`src/rtl/rls_defines.vh`:
```
/*
 * Constants for the remote link supervisor: register offsets, field
 * positions, reset values and timing figures.
 * Assumes inclusion by bare name from the design files.
 */
`ifndef RLS_DEFINES_VH
`define RLS_DEFINES_VH

// Register byte offsets on the AHB-Lite bus.
`define RLS_OFF_CTRL 8'h00
`define RLS_OFF_TIMEOUT 8'h04
`define RLS_OFF_PORT 8'h08
`define RLS_OFF_IPADDR 8'h0C
`define RLS_OFF_MASK 8'h10
`define RLS_OFF_GW 8'h14
`define RLS_OFF_STATUS 8'h18
`define RLS_OFF_CUR 8'h1C
`define RLS_OFF_MAX 8'h20
`define RLS_OFF_MIN 8'h24
`define RLS_OFF_OUTS 8'h28
`define RLS_OFF_MON 8'h2C

// Control register fields.
`define RLS_CTRL_AUTO 0
`define RLS_CTRL_DEFAULTS 1

// Status register fields.
`define RLS_ST_CONN 0
`define RLS_ST_REFUSED 1
`define RLS_ST_MON_REJ 2

// Reset values and limits.
`define RLS_PORT_DEFAULT 16'h083E
`define RLS_TO_STEPS_DEFAULT 8'h14
`define RLS_TO_STEPS_MIN 8'h01
`define RLS_ADDR_DEFAULT 32'h00000000
`define RLS_CYCLE_NONE 32'h00000000
`define RLS_MIN_START 32'hFFFFFFFF

// Timing: one timeout step, blink half period, clock rate.
`define RLS_STEP_MS 100
`define RLS_BLINK_MS 250
`define RLS_CLK_KHZ 250000

`endif

```
`src/rtl/rls_ms_tick.v`:
```
/*
 * Divider that turns the system clock into a one-cycle pulse every
 * millisecond.
 * Assumes a single clock and an asynchronous active-high reset.
 */
`timescale 1ns/1ps
`default_nettype none
`include "rls_defines.vh"

module rls_ms_tick #(
    parameter integer CYCLES_PER_MS = `RLS_CLK_KHZ
) (
    // Clock and reset.
    input wire clock,
    input wire reset,
    // Millisecond enable pulse.
    output reg tick
);
    reg [31:0] count_reg;

    // Count up the cycles of one millisecond and pulse at the wrap.
    always @(posedge clock or posedge reset) begin
        if (reset) begin
            count_reg <= 32'h00000000;
            tick <= 1'b0;
        end else if (count_reg == CYCLES_PER_MS - 1) begin
            count_reg <= 32'h00000000;
            tick <= 1'b1;
        end else begin
            count_reg <= count_reg + 32'h00000001;
            tick <= 1'b0;
        end
    end
endmodule
`default_nettype wire

```
`src/rtl/rls_ahb_regs.v`:
```
/*
 * AHB-Lite slave front end: captures the address phase and produces
 * one-cycle read and write strobes in the data phase.
 * Assumes single word transfers; always answers OKAY with no wait.
 */
`timescale 1ns/1ps
`default_nettype none

module rls_ahb_regs (
    // Clock and reset.
    input wire clock,
    input wire reset,
    // AHB-Lite address phase.
    input wire hsel,
    input wire [7:0] haddr,
    input wire [1:0] htrans,
    input wire hwrite,
    input wire hready,
    // Strobes toward the register file.
    output reg wr_stb,
    output reg rd_stb,
    output reg [7:0] addr
);
    // Latch a valid transfer at the end of its address phase.
    always @(posedge clock or posedge reset) begin
        if (reset) begin
            wr_stb <= 1'b0;
            rd_stb <= 1'b0;
            addr <= 8'h00;
        end else begin
            wr_stb <= hsel & hready & htrans[1] & hwrite;
            rd_stb <= hsel & hready & htrans[1] & ~hwrite;
            if (hsel & hready & htrans[1]) begin
                addr <= haddr;
            end
        end
    end
endmodule
`default_nettype wire

```
`src/rtl/rls_supervisor.v`:
```
/*
 * Remote I/O slave link supervisor: connection state, master-silence
 * watchdog, output gating, status LED and communication cycle figures,
 * with settings reached over AHB-Lite.
 * Assumes the network stack presents one pulse per valid master message
 * and per connection attempt, all on this clock.
 */
`timescale 1ns/1ps
`default_nettype none
`include "rls_defines.vh"

module rls_supervisor #(
    parameter integer NUM_OUT = 16,
    parameter integer NUM_IN = 16,
    parameter integer CYCLES_PER_MS = `RLS_CLK_KHZ
) (
    // Clock and reset.
    input wire clock,
    input wire reset,
    // AHB-Lite slave.
    input wire hsel,
    input wire [7:0] haddr,
    input wire [1:0] htrans,
    input wire hwrite,
    input wire [2:0] hsize,
    input wire [31:0] hwdata,
    input wire hready,
    output wire hreadyout,
    output wire hresp,
    output reg [31:0] hrdata,
    // Link events from the network stack.
    input wire conn_req,
    input wire msg_valid,
    input wire [NUM_OUT-1:0] msg_outputs,
    output wire conn_accept,
    output wire conn_refuse,
    // Local input image and its delivery to the master.
    input wire [NUM_IN-1:0] local_inputs,
    output reg [NUM_IN-1:0] master_inputs,
    output reg master_inputs_valid,
    // Physical outputs and indicator.
    output reg [NUM_OUT-1:0] slave_outputs,
    output reg status_led,
    // Local device monitor (read-only).
    input wire mon_wr,
    output wire mon_wr_refused
);
    // One-hot link states.
    localparam [1:0] ST_DISC = 2'b01;
    localparam [1:0] ST_CONN = 2'b10;
    localparam [31:0] STEP_MS = `RLS_STEP_MS;
    localparam [31:0] BLINK_MS = `RLS_BLINK_MS;

    wire wr_stb;
    wire rd_stb;
    wire [7:0] addr;
    wire ms_tick;
    reg [1:0] state_reg;
    reg [7:0] timeout_reg;
    reg [15:0] port_reg;
    reg auto_reg;
    reg [31:0] ip_reg;
    reg [31:0] mask_reg;
    reg [31:0] gw_reg;
    reg [31:0] silence_reg;
    reg [31:0] cycle_cnt_reg;
    reg [31:0] cur_reg;
    reg [31:0] max_reg;
    reg [31:0] min_reg;
    reg [NUM_OUT-1:0] out_img_reg;
    reg [31:0] blink_reg;
    reg refused_reg;
    reg mon_rej_reg;
    wire connected;
    wire timed_out;

    // Clamp a written timeout to at least one step.
    function [7:0] clamp_steps;
        input [31:0] value;
        begin
            if (value[7:0] < `RLS_TO_STEPS_MIN) begin
                clamp_steps = `RLS_TO_STEPS_MIN;
            end else begin
                clamp_steps = value[7:0];
            end
        end
    endfunction

    rls_ahb_regs u_bus (
        .clock(clock),
        .reset(reset),
        .hsel(hsel),
        .haddr(haddr),
        .htrans(htrans),
        .hwrite(hwrite),
        .hready(hready),
        .wr_stb(wr_stb),
        .rd_stb(rd_stb),
        .addr(addr)
    );

    rls_ms_tick #(
        .CYCLES_PER_MS(CYCLES_PER_MS)
    ) u_tick (
        .clock(clock),
        .reset(reset),
        .tick(ms_tick)
    );

    // The slave answers every transfer at once with OKAY.
    assign hreadyout = 1'b1;
    assign hresp = 1'b0;

    assign connected = state_reg[1];
    // Silence equal to or longer than the programmed span counts as timeout.
    assign timed_out = silence_reg >= timeout_reg * STEP_MS;
    // A single master: accept only while disconnected, refuse otherwise.
    assign conn_accept = conn_req & ~connected;
    assign conn_refuse = conn_req & connected;
    // Monitor writes are never applied.
    assign mon_wr_refused = mon_wr;

    // Software-writable settings.
    always @(posedge clock or posedge reset) begin
        if (reset) begin
            timeout_reg <= `RLS_TO_STEPS_DEFAULT;
            port_reg <= `RLS_PORT_DEFAULT;
            auto_reg <= 1'b0;
            ip_reg <= `RLS_ADDR_DEFAULT;
            mask_reg <= `RLS_ADDR_DEFAULT;
            gw_reg <= `RLS_ADDR_DEFAULT;
        end else if (wr_stb) begin
            if (addr == `RLS_OFF_CTRL) begin
                if (hwdata[`RLS_CTRL_DEFAULTS]) begin
                    port_reg <= `RLS_PORT_DEFAULT;
                    timeout_reg <= `RLS_TO_STEPS_DEFAULT;
                    auto_reg <= 1'b0;
                end else begin
                    auto_reg <= hwdata[`RLS_CTRL_AUTO];
                end
            end else if (addr == `RLS_OFF_TIMEOUT) begin
                timeout_reg <= clamp_steps(hwdata);
            end else if (addr == `RLS_OFF_PORT) begin
                port_reg <= hwdata[15:0];
            end else if (addr == `RLS_OFF_IPADDR) begin
                ip_reg <= hwdata;
            end else if (addr == `RLS_OFF_MASK) begin
                mask_reg <= hwdata;
            end else if (addr == `RLS_OFF_GW) begin
                gw_reg <= hwdata;
            end
        end
    end

    // Link state machine with the silence watchdog.
    always @(posedge clock or posedge reset) begin
        if (reset) begin
            state_reg <= ST_DISC;
            silence_reg <= 32'h00000000;
        end else begin
            case (state_reg)
                ST_DISC: begin
                    silence_reg <= 32'h00000000;
                    if (conn_accept) begin
                        state_reg <= ST_CONN;
                    end
                end
                ST_CONN: begin
                    if (msg_valid) begin
                        silence_reg <= 32'h00000000;
                    end else if (timed_out) begin
                        state_reg <= ST_DISC;
                    end else if (ms_tick) begin
                        silence_reg <= silence_reg + 32'h00000001;
                    end
                end
                default: begin
                    state_reg <= ST_DISC;
                end
            endcase
        end
    end

    // Cycle measurement: ms between messages, with current, largest and smallest.
    always @(posedge clock or posedge reset) begin
        if (reset) begin
            cycle_cnt_reg <= 32'h00000000;
            cur_reg <= `RLS_CYCLE_NONE;
            max_reg <= `RLS_CYCLE_NONE;
            min_reg <= `RLS_MIN_START;
        end else if (!connected) begin
            cycle_cnt_reg <= 32'h00000000;
            cur_reg <= `RLS_CYCLE_NONE;
            max_reg <= `RLS_CYCLE_NONE;
            min_reg <= `RLS_MIN_START;
        end else if (msg_valid) begin
            cycle_cnt_reg <= 32'h00000000;
            cur_reg <= cycle_cnt_reg;
            if (cycle_cnt_reg > max_reg) begin
                max_reg <= cycle_cnt_reg;
            end
            if (cycle_cnt_reg < min_reg) begin
                min_reg <= cycle_cnt_reg;
            end
        end else if (ms_tick) begin
            cycle_cnt_reg <= cycle_cnt_reg + 32'h00000001;
        end
    end

    // Output image and input delivery, refreshed every cycle.
    always @(posedge clock or posedge reset) begin
        if (reset) begin
            out_img_reg <= {NUM_OUT{1'b0}};
            slave_outputs <= {NUM_OUT{1'b0}};
            master_inputs <= {NUM_IN{1'b0}};
            master_inputs_valid <= 1'b0;
        end else begin
            if (!connected) begin
                out_img_reg <= {NUM_OUT{1'b0}};
            end else if (msg_valid) begin
                out_img_reg <= msg_outputs;
            end
            // Gate with the live state so a timeout turns outputs off at once.
            if (connected && !timed_out) begin
                slave_outputs <= msg_valid ? msg_outputs : out_img_reg;
                master_inputs <= local_inputs;
                master_inputs_valid <= 1'b1;
            end else begin
                slave_outputs <= {NUM_OUT{1'b0}};
                master_inputs <= {NUM_IN{1'b0}};
                master_inputs_valid <= 1'b0;
            end
        end
    end

    // Status LED: steady when connected, blinking when disconnected.
    always @(posedge clock or posedge reset) begin
        if (reset) begin
            blink_reg <= 32'h00000000;
            status_led <= 1'b0;
        end else if (connected) begin
            blink_reg <= 32'h00000000;
            status_led <= 1'b1;
        end else if (ms_tick) begin
            if (blink_reg == BLINK_MS - 1) begin
                blink_reg <= 32'h00000000;
                status_led <= ~status_led;
            end else begin
                blink_reg <= blink_reg + 32'h00000001;
            end
        end
    end

    // Sticky event flags; the event wins over a clear in the same cycle.
    always @(posedge clock or posedge reset) begin
        if (reset) begin
            refused_reg <= 1'b0;
            mon_rej_reg <= 1'b0;
        end else begin
            if (conn_refuse) begin
                refused_reg <= 1'b1;
            end else if (wr_stb && addr == `RLS_OFF_STATUS && hwdata[`RLS_ST_REFUSED]) begin
                refused_reg <= 1'b0;
            end
            if (mon_wr) begin
                mon_rej_reg <= 1'b1;
            end else if (wr_stb && addr == `RLS_OFF_STATUS && hwdata[`RLS_ST_MON_REJ]) begin
                mon_rej_reg <= 1'b0;
            end
        end
    end

    // Read data for the data phase; unmapped addresses read zero.
    always @* begin
        hrdata = 32'h00000000;
        if (rd_stb) begin
            if (addr == `RLS_OFF_CTRL) begin
                hrdata = {31'h00000000, auto_reg};
            end else if (addr == `RLS_OFF_TIMEOUT) begin
                hrdata = {24'h000000, timeout_reg};
            end else if (addr == `RLS_OFF_PORT) begin
                hrdata = {16'h0000, port_reg};
            end else if (addr == `RLS_OFF_IPADDR) begin
                hrdata = ip_reg;
            end else if (addr == `RLS_OFF_MASK) begin
                hrdata = mask_reg;
            end else if (addr == `RLS_OFF_GW) begin
                hrdata = gw_reg;
            end else if (addr == `RLS_OFF_STATUS) begin
                hrdata = {29'h00000000, mon_rej_reg, refused_reg, connected};
            end else if (addr == `RLS_OFF_CUR) begin
                hrdata = cur_reg;
            end else if (addr == `RLS_OFF_MAX) begin
                hrdata = max_reg;
            end else if (addr == `RLS_OFF_MIN) begin
                hrdata = connected ? min_reg : `RLS_CYCLE_NONE;
            end else if (addr == `RLS_OFF_OUTS) begin
                hrdata = {{(32-NUM_OUT){1'b0}}, slave_outputs};
            end
        end
    end
endmodule
`default_nettype wire

```
`config.mk`:
```
export PLATFORM = sky130hd
export DESIGN_NAME = rls_supervisor
export DESIGN_NICKNAME = d
export VERILOG_FILES = /design/src/rtl/rls_ms_tick.v /design/src/rtl/rls_ahb_regs.v /design/src/rtl/rls_supervisor.v
export VERILOG_INCLUDE_DIRS = /design/src /design/src/rtl
export SDC_FILE = /design/constraint.sdc
export NUM_CORES = 1
export LEC_CHECK = 0
export BUFFER_PORTS_ARGS = -buffer_cell sky130_fd_sc_hd__buf_4
export CORE_ASPECT_RATIO = 0.75
export CORE_MARGIN = 2
export CORE_UTILIZATION = 35
export DETAILED_ROUTE_END_ITERATION = 6
export SYNTH_ARGS = -nofsm -noshare
export SYNTH_HDL_FRONTEND = slang
export SYNTH_HIERARCHICAL = 1
export SYNTH_SLANG_ARGS = --single-unit
export TNS_END_PERCENT = 100
```
`constraint.sdc`:
```
create_clock -name clock -period 14.17 [get_ports clock]
set_input_delay 2.834 -clock clock [delete_from_list [all_inputs] [get_ports clock]]
set_output_delay 2.834 -clock clock [all_outputs]
set_load 0.02 [all_outputs]
```
## Yosys cells after proc, flatten, opt, wreduce, memory -nomap -nowiden

Cells that the tools add are included.

| operators by class | value |
|---|---|
| eq/ne operators | 25 |
| bitwise operators | 14 |
| reduce and logical (&&, ||, !) cells | 24 |
| $mul | 1 |
| multiplexer cells | 58 |
| add/sub/neg operators | 4 |
| $lt $le $gt $ge | 4 |

Operators by type and width:

| kind | count |
|---|---|
| 32-bit two-way mux | 30 |
| 16-bit two-way mux | 9 |
| 32-bit by 1-bit adder with 32-bit output (second input constant) | 4 |
| 32-bit case mux with 2 select lines | 1 |
| 32-bit by 18-bit == test with 1-bit output (second input constant) | 1 |
| 32-bit by 8-bit == test with 1-bit output (second input constant) | 1 |
| 8-bit by 5-bit == test with 1-bit output (second input constant) | 4 |
| 32-bit by 15-bit >= comparator with 1-bit output | 1 |
| 32-bit > comparator | 1 |
| 32-bit less-than comparator | 1 |
| 8-bit two-way mux | 4 |
| 8-bit by 6-bit == test with 1-bit output (second input constant) | 3 |
| 8-bit by 4-bit == test with 1-bit output (second input constant) | 2 |
| 2-bit nonzero test | 7 |
| 8-bit by 5-bit multiplier with 13-bit output (second input constant) | 1 |
| 2-bit != test (second input constant) | 6 |
| 1-bit two-way mux | 10 |
| 3-bit AND reduction | 3 |
| 8-bit by 3-bit == test with 1-bit output (second input constant) | 1 |
| 8-bit zero test | 1 |
| 8-bit by 1-bit less-than comparator with 1-bit output (second input constant) | 1 |
| 1-bit NOT | 8 |
| 2-bit AND reduction | 4 |
| 7-bit AND reduction | 1 |
| 13 further kinds | 25 |

| word-level totals | value |
|---|---|
| output and inout bits | 71 |
| bits in registers | 410 |
| input port bits | 85 |
| logic and storage cells | 155 |

## Depth between registers and ports, before layout

Gate-level depths: netlist (run 1).

| logic depth | value |
|---|---|
| depth in word-level cells | 13 |
| gate-level depth with buffers | 20 |
| depth with buffers taken out | 19 |

## By module

The synthesis (run 1) kept the hierarchy.

By module, submodules not included:

| module | instances | cells each | area each (um^2) | sequential area each (um^2) |
|---|---|---|---|---|
| rls_supervisor | 1 | 1926 | 19642.6 | 9235.1 |
| rls_ms_tick | 1 | 153 | 1600.3 | 825.8 |
| rls_ahb_regs | 1 | 23 | 372.9 | 250.2 |

## Worst setup path before layout (run 1)

Ideal clock, no wire load.

| path | value |
|---|---|
| path type | input-to-output |
| start point | in conn_req |
| end point | out conn_accept |
| data required time | 11.336 ns |
| path buffers | 0 |
| stages | 1 |
| slack | 8.110 ns |
| arrival | 3.226 ns |
| path through | nor2b_1 |

| on the way | value |
|---|---|
| cells in the longest elaborated chain, start to end | 1 |

RTL lines:

| item | line | text |
|---|---|---|
| start, declared | rls_supervisor.v:32 | `input wire conn_req,` |
| 1-bit bitwise AND | rls_supervisor.v:118 | `assign conn_accept = conn_req & ~connected;` |
| end, declared | rls_supervisor.v:35 | `output wire conn_accept,` |

Every way passes these cells.

## Worst setup path after layout (run 1)

| path | value |
|---|---|
| start point | reg state_reg[1] |
| end point | out hrdata[1] |

| on the way | value |
|---|---|
| cells in the longest elaborated chain, start to end | 12 |

RTL lines:

| item | line | text |
|---|---|---|
| start, declared | rls_supervisor.v:58 | `reg [1:0] state_reg;` |
| start signal, assigned | rls_supervisor.v:158 | `state_reg <= ST_DISC;` |
| start signal, assigned | rls_supervisor.v:165 | `state_reg <= ST_CONN;` |
| start signal, assigned | rls_supervisor.v:172 | `state_reg <= ST_DISC;` |
| 32-bit two-way mux (no line) | - |  |
| 32-bit two-way mux | rls_supervisor.v:295 | `` end else if (addr == `RLS_OFF_MIN) begin `` |
| 32-bit two-way mux | rls_supervisor.v:293 | `` end else if (addr == `RLS_OFF_MAX) begin `` |
| 32-bit two-way mux | rls_supervisor.v:291 | `` end else if (addr == `RLS_OFF_CUR) begin `` |
| 32-bit two-way mux | rls_supervisor.v:289 | `` end else if (addr == `RLS_OFF_STATUS) begin `` |
| 32-bit two-way mux | rls_supervisor.v:287 | `` end else if (addr == `RLS_OFF_GW) begin `` |
| 32-bit two-way mux | rls_supervisor.v:285 | `` end else if (addr == `RLS_OFF_MASK) begin `` |
| 32-bit two-way mux | rls_supervisor.v:283 | `` end else if (addr == `RLS_OFF_IPADDR) begin `` |
| 32-bit two-way mux | rls_supervisor.v:281 | `` end else if (addr == `RLS_OFF_PORT) begin `` |
| 32-bit two-way mux | rls_supervisor.v:279 | `` end else if (addr == `RLS_OFF_TIMEOUT) begin `` |
| 32-bit two-way mux | rls_supervisor.v:277 | `` if (addr == `RLS_OFF_CTRL) begin `` |
| 32-bit two-way mux | rls_supervisor.v:276 | `if (rd_stb) begin` |
| end, declared | rls_supervisor.v:30 | `output reg [31:0] hrdata,` |

Every way passes these cells.

==> qor.csv, run 1 <==
metric,value,unit
main combinational cell family by area after synthesis,simple AND/OR/NAND/NOR gates,
number of synthesized flops with an enable pin,0,
post-CTS setup buffers,0,
Yosys cell types,79,
CTS Hold Buffers Added,0,
total grt overflow,0,
max layer used,met4,
Synth Area in XOR/XNOR,0.0401,
most frequent cells in the layout,"367 x dfrtp_1, 248 x nor2_1, 168 x buf_4, 150 x nand2_1, 111 x ha_1",
Comb pwr share,0.184,
HPWL Detailed,42.2,mm
Pins Over Slew Limit,0,
mux cell area share after synthesis,0.102,
DR pass1 iterations,7,
final worst slack,7290,ps
"share of synthesized cell area in full adder, half adder and majority cells",0.0670,
Slew HR,0.130,
internal power,0.00222,W
share of cells above drive strength 1,0.193,
Syn. warnings,6,
initial antenna violation count,1,
Total GRT Usage,0.189,
Cells after Synth,2102,
fmax,145,MHz
Final setup violation count,0,
Via Count,16600,
Mapped Area,21600,sq um
Hold WC Path Type,reg2reg,
die width,291,um
"FF+latch count, synth",410,
Root Driver,clkbuf_16,
vias per std cell,5.46,
CTS resizes,0,
PwrDens,130,nW/um^2
vias in the first global route,16300,
cells on worst reg2reg path,17,
DRC violations left,0,
Final min period,6880,ps
CP Capture Type,primary output,
Sequential Power Share,0.426,
syn nets,2301,
post-synthesis compound-gate area fraction,0.106,
Layout area overhead,15.5,%
Boundary Pins,156,
CTS tree,done,
critical path class,reg2out,
period utilization,0.485,
Final GP Congestion,0.877,
CTS max path bufs,3,
register area share after synthesis,0.477,
Startpoint Class,flip-flop,
# clock sinks,410,
Main synth FF type,dfrtp_1,
die height,219,um
WHS Path Cells,1,
"Max FO, Critical Path",72,
Synth async-reset ratio,1.00,
dpl ws,7820,ps
WL met2,26.0,mm
Leakage Power,11.5,nW
WP data required,11340,ps
# nets final,2403,
flop-to-flop setup slack,8440,ps
Metal-1 WL,29.0,mm
outcome,"complete, no violations",
antenna-violating nets left,0,
"leading cell type in the layout, fill and taps excluded",dfrtp_1,
"Arr. time, crit path",4040,ps
CTS buffer count,45,
register area,10300,sq um
DRT iter0 DRCs,1444,
sw frac,0.313,
Met3 Routed Length,4.09,mm
syn_area_per_cell,10.3,sq um
core area,60800,sq um
Max Cap Viol,0,
Slew @ Worst Pin,1310,ps
Setup TNS,0,ps
Fillers,5782,
Fin. Hold Viols,0,
Die Area,63800,sq um
Final Skew,40.1,ps
Avg WL per Cell,19.9,um
net load switching power,0.00101,W
Multi-input gate area,10400,sq um
clock slew at reported path FFs,60,ps
Clock power frac,0.390,
# diodes,0,
routed wire length,60.5,mm
H-tree depth,2,
VDD IR max,0.0979,mV
initial core utilization,0.356,
largest net degree at the start of global routing,164,
Rows,78,
global-route wire length before repair,95.8,mm
I/O Buffers,149,
RSZ-0062 raised after global routing,false,
Worst-Skew Late Latency,590,ps
simple-gate share of the synthesized area,0.165,
Yosys cell counts (all sizes together), types with 10 or more instances:
cell type	number	area [sq um]
inv	101	379
a21oi	57	285
a221oi	19	166
dfstp	41	1080
a21o	14	105
a22o	15	131
nor3	47	282
nor2	255	993
xnor2	44	385
nor4	28	203
ha	111	1390
mux2i	89	891
a32oi	11	96.3
nand2	150	563
and4	13	116
and3	45	282
a31oi	10	62.6
o22ai	17	106
clkbuf	55	206
and2	25	158
a22oi	22	165
dfrtp	369	9230
a222oi	15	150
o21ai	97	485
a211oi	18	135
nand3	80	448
xor2	55	482
nand4	31	194
mux2	116	1310
buf	59	357
critical path, stage by stage (launching register included):
cell and delay [ps]:
dfrtp_2 550, inv_4 630, buf_4 740, o21ai_0 220, a32oi_1 340, o21ai_0 240
a222oi_1 330, o32ai_1 160, buf_4 210
area by class of cell:
type,instances,area share
clock inverter,21,0.0106
sequential,410,0.413
tap,800,0.0401
multi-input combinational,1477,0.416
clock buffer,63,0.0531
inverter,101,0.0156
timing repair buffer,169,0.0513
power groups by stage:
| stage | registers (W) | logic, W | clock network (W) |
|---|---|---|---|
| finish | 0.00138 | 0.000595 | 0.00126 |
| floorplan | 0.00138 | 0.000397 | 0 |
| detailed placement | 0.00140 | 0.000594 | 0 |
| global placement | 0.00139 | 0.000578 | 0 |
| global route | 0.00139 | 0.000658 | 0.00134 |
| CTS | 0.00138 | 0.000597 | 0.00129 |
path summary, 6_finish.rpt:
kind	start	end
min	refused_reg$_DFFE_PP0P_	refused_reg$_DFFE_PP0P_
max in group asynchronous	reset	gw_reg[5]$_DFFE_PP0P_
max reg2reg	timeout_reg[3]$_DFFE_PP0P_	slave_outputs[13]$_DFF_PP0_
max	state_reg[1]$_DFFE_PP0P_	hrdata[1]
min reg2reg	refused_reg$_DFFE_PP0P_	refused_reg$_DFFE_PP0P_
min in group asynchronous	reset	u_bus/addr[5]$_DFFE_PP0P_
stage by stage:
stage                util  area (sq um)  hold slack (ps)  instances  total power [W]
floorplan               -         21600              443       2102          0.00178
global placement    0.385         23400              461       2957          0.00197
detailed placement  0.385         23400              467       2957          0.00199
CTS                 0.411         25000              479       3041          0.00327
global route        0.411         25000              498       3041          0.00339
finish              0.411         25000              479       3041          0.00324
layer usage:
metal	up-vias	global-route usage
met4	0	0.0546
met3	79	0.0347
li1	7683	-
met2	526	0.286
met5	-	0
met1	8315	0.277
logic make-up after synthesis:
family          Yosys count
simple gates            718
flops                   410
compound gates          339
buf+inv                 215
mux                     205
fa+ha+maj               114
xor+xnor                 99
other cells               2
Power figures use the tool's default switching activity.
==> inputs of run 2 (changes only) <==
==> constraint.sdc (replaced) <==
create_clock -name clock -period 5.75 [get_ports clock]
set_input_delay 1.15 -clock clock [delete_from_list [all_inputs] [get_ports clock]]
set_output_delay 1.15 -clock clock [all_outputs]
set_load 0.02 [all_outputs]
==> qor.csv, run 2 (synthesis gave the netlist of run 1 again) <==
metric,value,unit
outcome,"complete, no violations",
total grt overflow,0,
DRT iter0 DRCs,1621,
register area,10300,sq um
sw frac,0.316,
Critical path destination,silence_reg[7]$_DFFE_PP0P_,
cells on worst reg2reg path,19,
# clock sinks,410,
vias per std cell,5.41,
initial core utilization,0.356,
Die Area,63800,sq um
Startpoint Class,flip-flop,
Boundary Pins,156,
Root Driver,clkbuf_16,
period utilization,0.913,
share of cells above drive strength 1,0.198,
WP buf/inv,1,
CTS Hold Buffers Added,0,
"Arr. time, crit path",5740,ps
Final setup violation count,0,
ordered cell list for the critical path,ha_1 -> ha_1 -> fa_1 -> ha_1 -> a21o_1 -> a21oi_1 -> o21bai_1 -> a21oi_1 -> o21ai_0 -> xnor2_1 -> ha_1 -> a211oi_1 -> nand3_1 -> nor2_1 -> o21ai_1 -> buf_4 -> or2_1 -> or4_1 -> a21oi_1,
WP data required,6240,ps
stages on the worst setup path,19,
Worst-Skew Late Latency,610,ps
internal power,0.00545,W
Clock power frac,0.385,
Final min period,5250,ps
CP max stage cell,dfstp_2,
HPWL Detailed,42.8,mm
Leakage Power,11.6,nW
CTS max path bufs,3,
global-route wire length before repair,95.4,mm
VDD IR max,0.223,mV
Total GRT Usage,0.188,
CP max stage delay,560,ps
Hold WC Path Type,reg2reg,
fmax,190,MHz
CTS buffer count,45,
"Design Area, Final",25100,sq um
vias in the first global route,16200,
Multi-input gate area,10400,sq um
antenna-violating nets left,0,
Fillers,5816,
"Max FO, Critical Path",13,
Avg WL per Cell,19.7,um
Layout Cells excl Fill,3052,
post-layout util,0.412,
post-CTS setup buffers,0,
die height,219,um
core area,60800,sq um
DR pass1 iterations,7,
DRC violations left,0,
Slew HR,0.286,
PwrDens,318,nW/um^2
most frequent cells in the layout,"367 x dfrtp_1, 248 x nor2_1, 178 x buf_4, 150 x nand2_1, 111 x ha_1",
Slew @ Worst Pin,1060,ps
initial antenna violation count,1,
Rows,78,
# nets final,2414,
"most used cell, CP",ha_1,
Via Count,16500,
Fin. Hold Viols,0,
Final GP Congestion,0.871,
die width,291,um
Sequential Power Share,0.429,
beginning of the critical path,timeout_reg[2]$_DFFE_PP1P_,
largest net degree at the start of global routing,136,
routed wire length,60.0,mm
# diodes,0,
dpl cell area,23500,sq um
Final Skew,40.5,ps
Comb pwr share,0.186,
H-tree depth,2,
clock slew at reported path FFs,60,ps
Max Cap Viol,0,
net load switching power,0.00252,W
RSZ-0062 raised after global routing,false,
Pins Over Slew Limit,0,
Reg-to-Reg End,silence_reg[7]$_DFFE_PP0P_,
flop-to-flop setup slack,500,ps
"leading cell type in the layout, fill and taps excluded",dfrtp_1,
I/O Buffers,149,
Layout area overhead,15.9,%
CTS resizes,0,
RR Startpoint,timeout_reg[2]$_DFFE_PP1P_,
critical path class,reg2reg,
CP Capture Type,flip-flop,
CP top delay family,adder cells,
CTS tree,done,
placed cell count,2968,
[run 2: power by group through the flow]
stage / clock network, W / registers [W] / logic (W)
after floorplan: 0 / 0.00340 / 0.000978
after global placement: 0 / 0.00345 / 0.00144
after detailed placement: 0 / 0.00346 / 0.00148
after CTS: 0.00314 / 0.00341 / 0.00149
after global routing: 0.00326 / 0.00344 / 0.00165
final: 0.00307 / 0.00342 / 0.00148
[run 2: worst min-delay path by stage]
stage | end | depth (start not counted) | from | slack, ps
after floorplan | u_tick/count_reg[31]$_DFF_PP0_ | 1 | u_tick/count_reg[31]$_DFF_PP0_ | 440
after CTS | u_tick/count_reg[31]$_DFF_PP0_ | 1 | u_tick/count_reg[31]$_DFF_PP0_ | 480
final | u_tick/count_reg[31]$_DFF_PP0_ | 1 | u_tick/count_reg[31]$_DFF_PP0_ | 480
after global routing | refused_reg$_DFFE_PP0P_ | 1 | refused_reg$_DFFE_PP0P_ | 500
after global placement | refused_reg$_DFFE_PP0P_ | 1 | refused_reg$_DFFE_PP0P_ | 460
after detailed placement | u_tick/count_reg[31]$_DFF_PP0_ | 1 | u_tick/count_reg[31]$_DFF_PP0_ | 460
[run 2: worst reg2reg max path: stages, from the launching register on]
cell	delay, ps
dfstp_2	560
ha_1	230
ha_1	310
fa_1	480
ha_1	350
a21o_1	170
a21oi_1	280
o21bai_1	110
a21oi_1	240
o21ai_0	150
xnor2_1	280
ha_1	320
a211oi_1	270
nand3_1	120
nor2_1	110
o21ai_1	70
buf_4	180
or2_1	240
or4_1	510
a21oi_1	160
[run 2: per-stage QoR]
step,setup TNS [ps],power [W],setup slack [ps],hold WS [ps]
after floorplan,-94770,0.00438,-291,443
after global placement,0,0.00489,866,458
after detailed placement,0,0.00494,688,461
after CTS,0,0.00803,615,477
after global routing,0,0.00835,311,498
final,0,0.00797,499,479
[run 2: layout make-up]
cell class | instances | area share
Clock buffer | 62 | 0.0523
Clock inverter | 22 | 0.0110
Inverter | 101 | 0.0154
Multi-Input combinational cell | 1477 | 0.415
Sequential cell | 410 | 0.412
Tap cell | 800 | 0.0400
Timing Repair Buffer | 180 | 0.0549
[run 2: metal layers]
layer  up-vias  GRT usage  wire length [um]
met4         0     0.0425              1080
met2       530      0.283             25800
met1      8190      0.278             28400
li1       7699          -                 -
met3        81     0.0388              4690
met5         -          0                 0
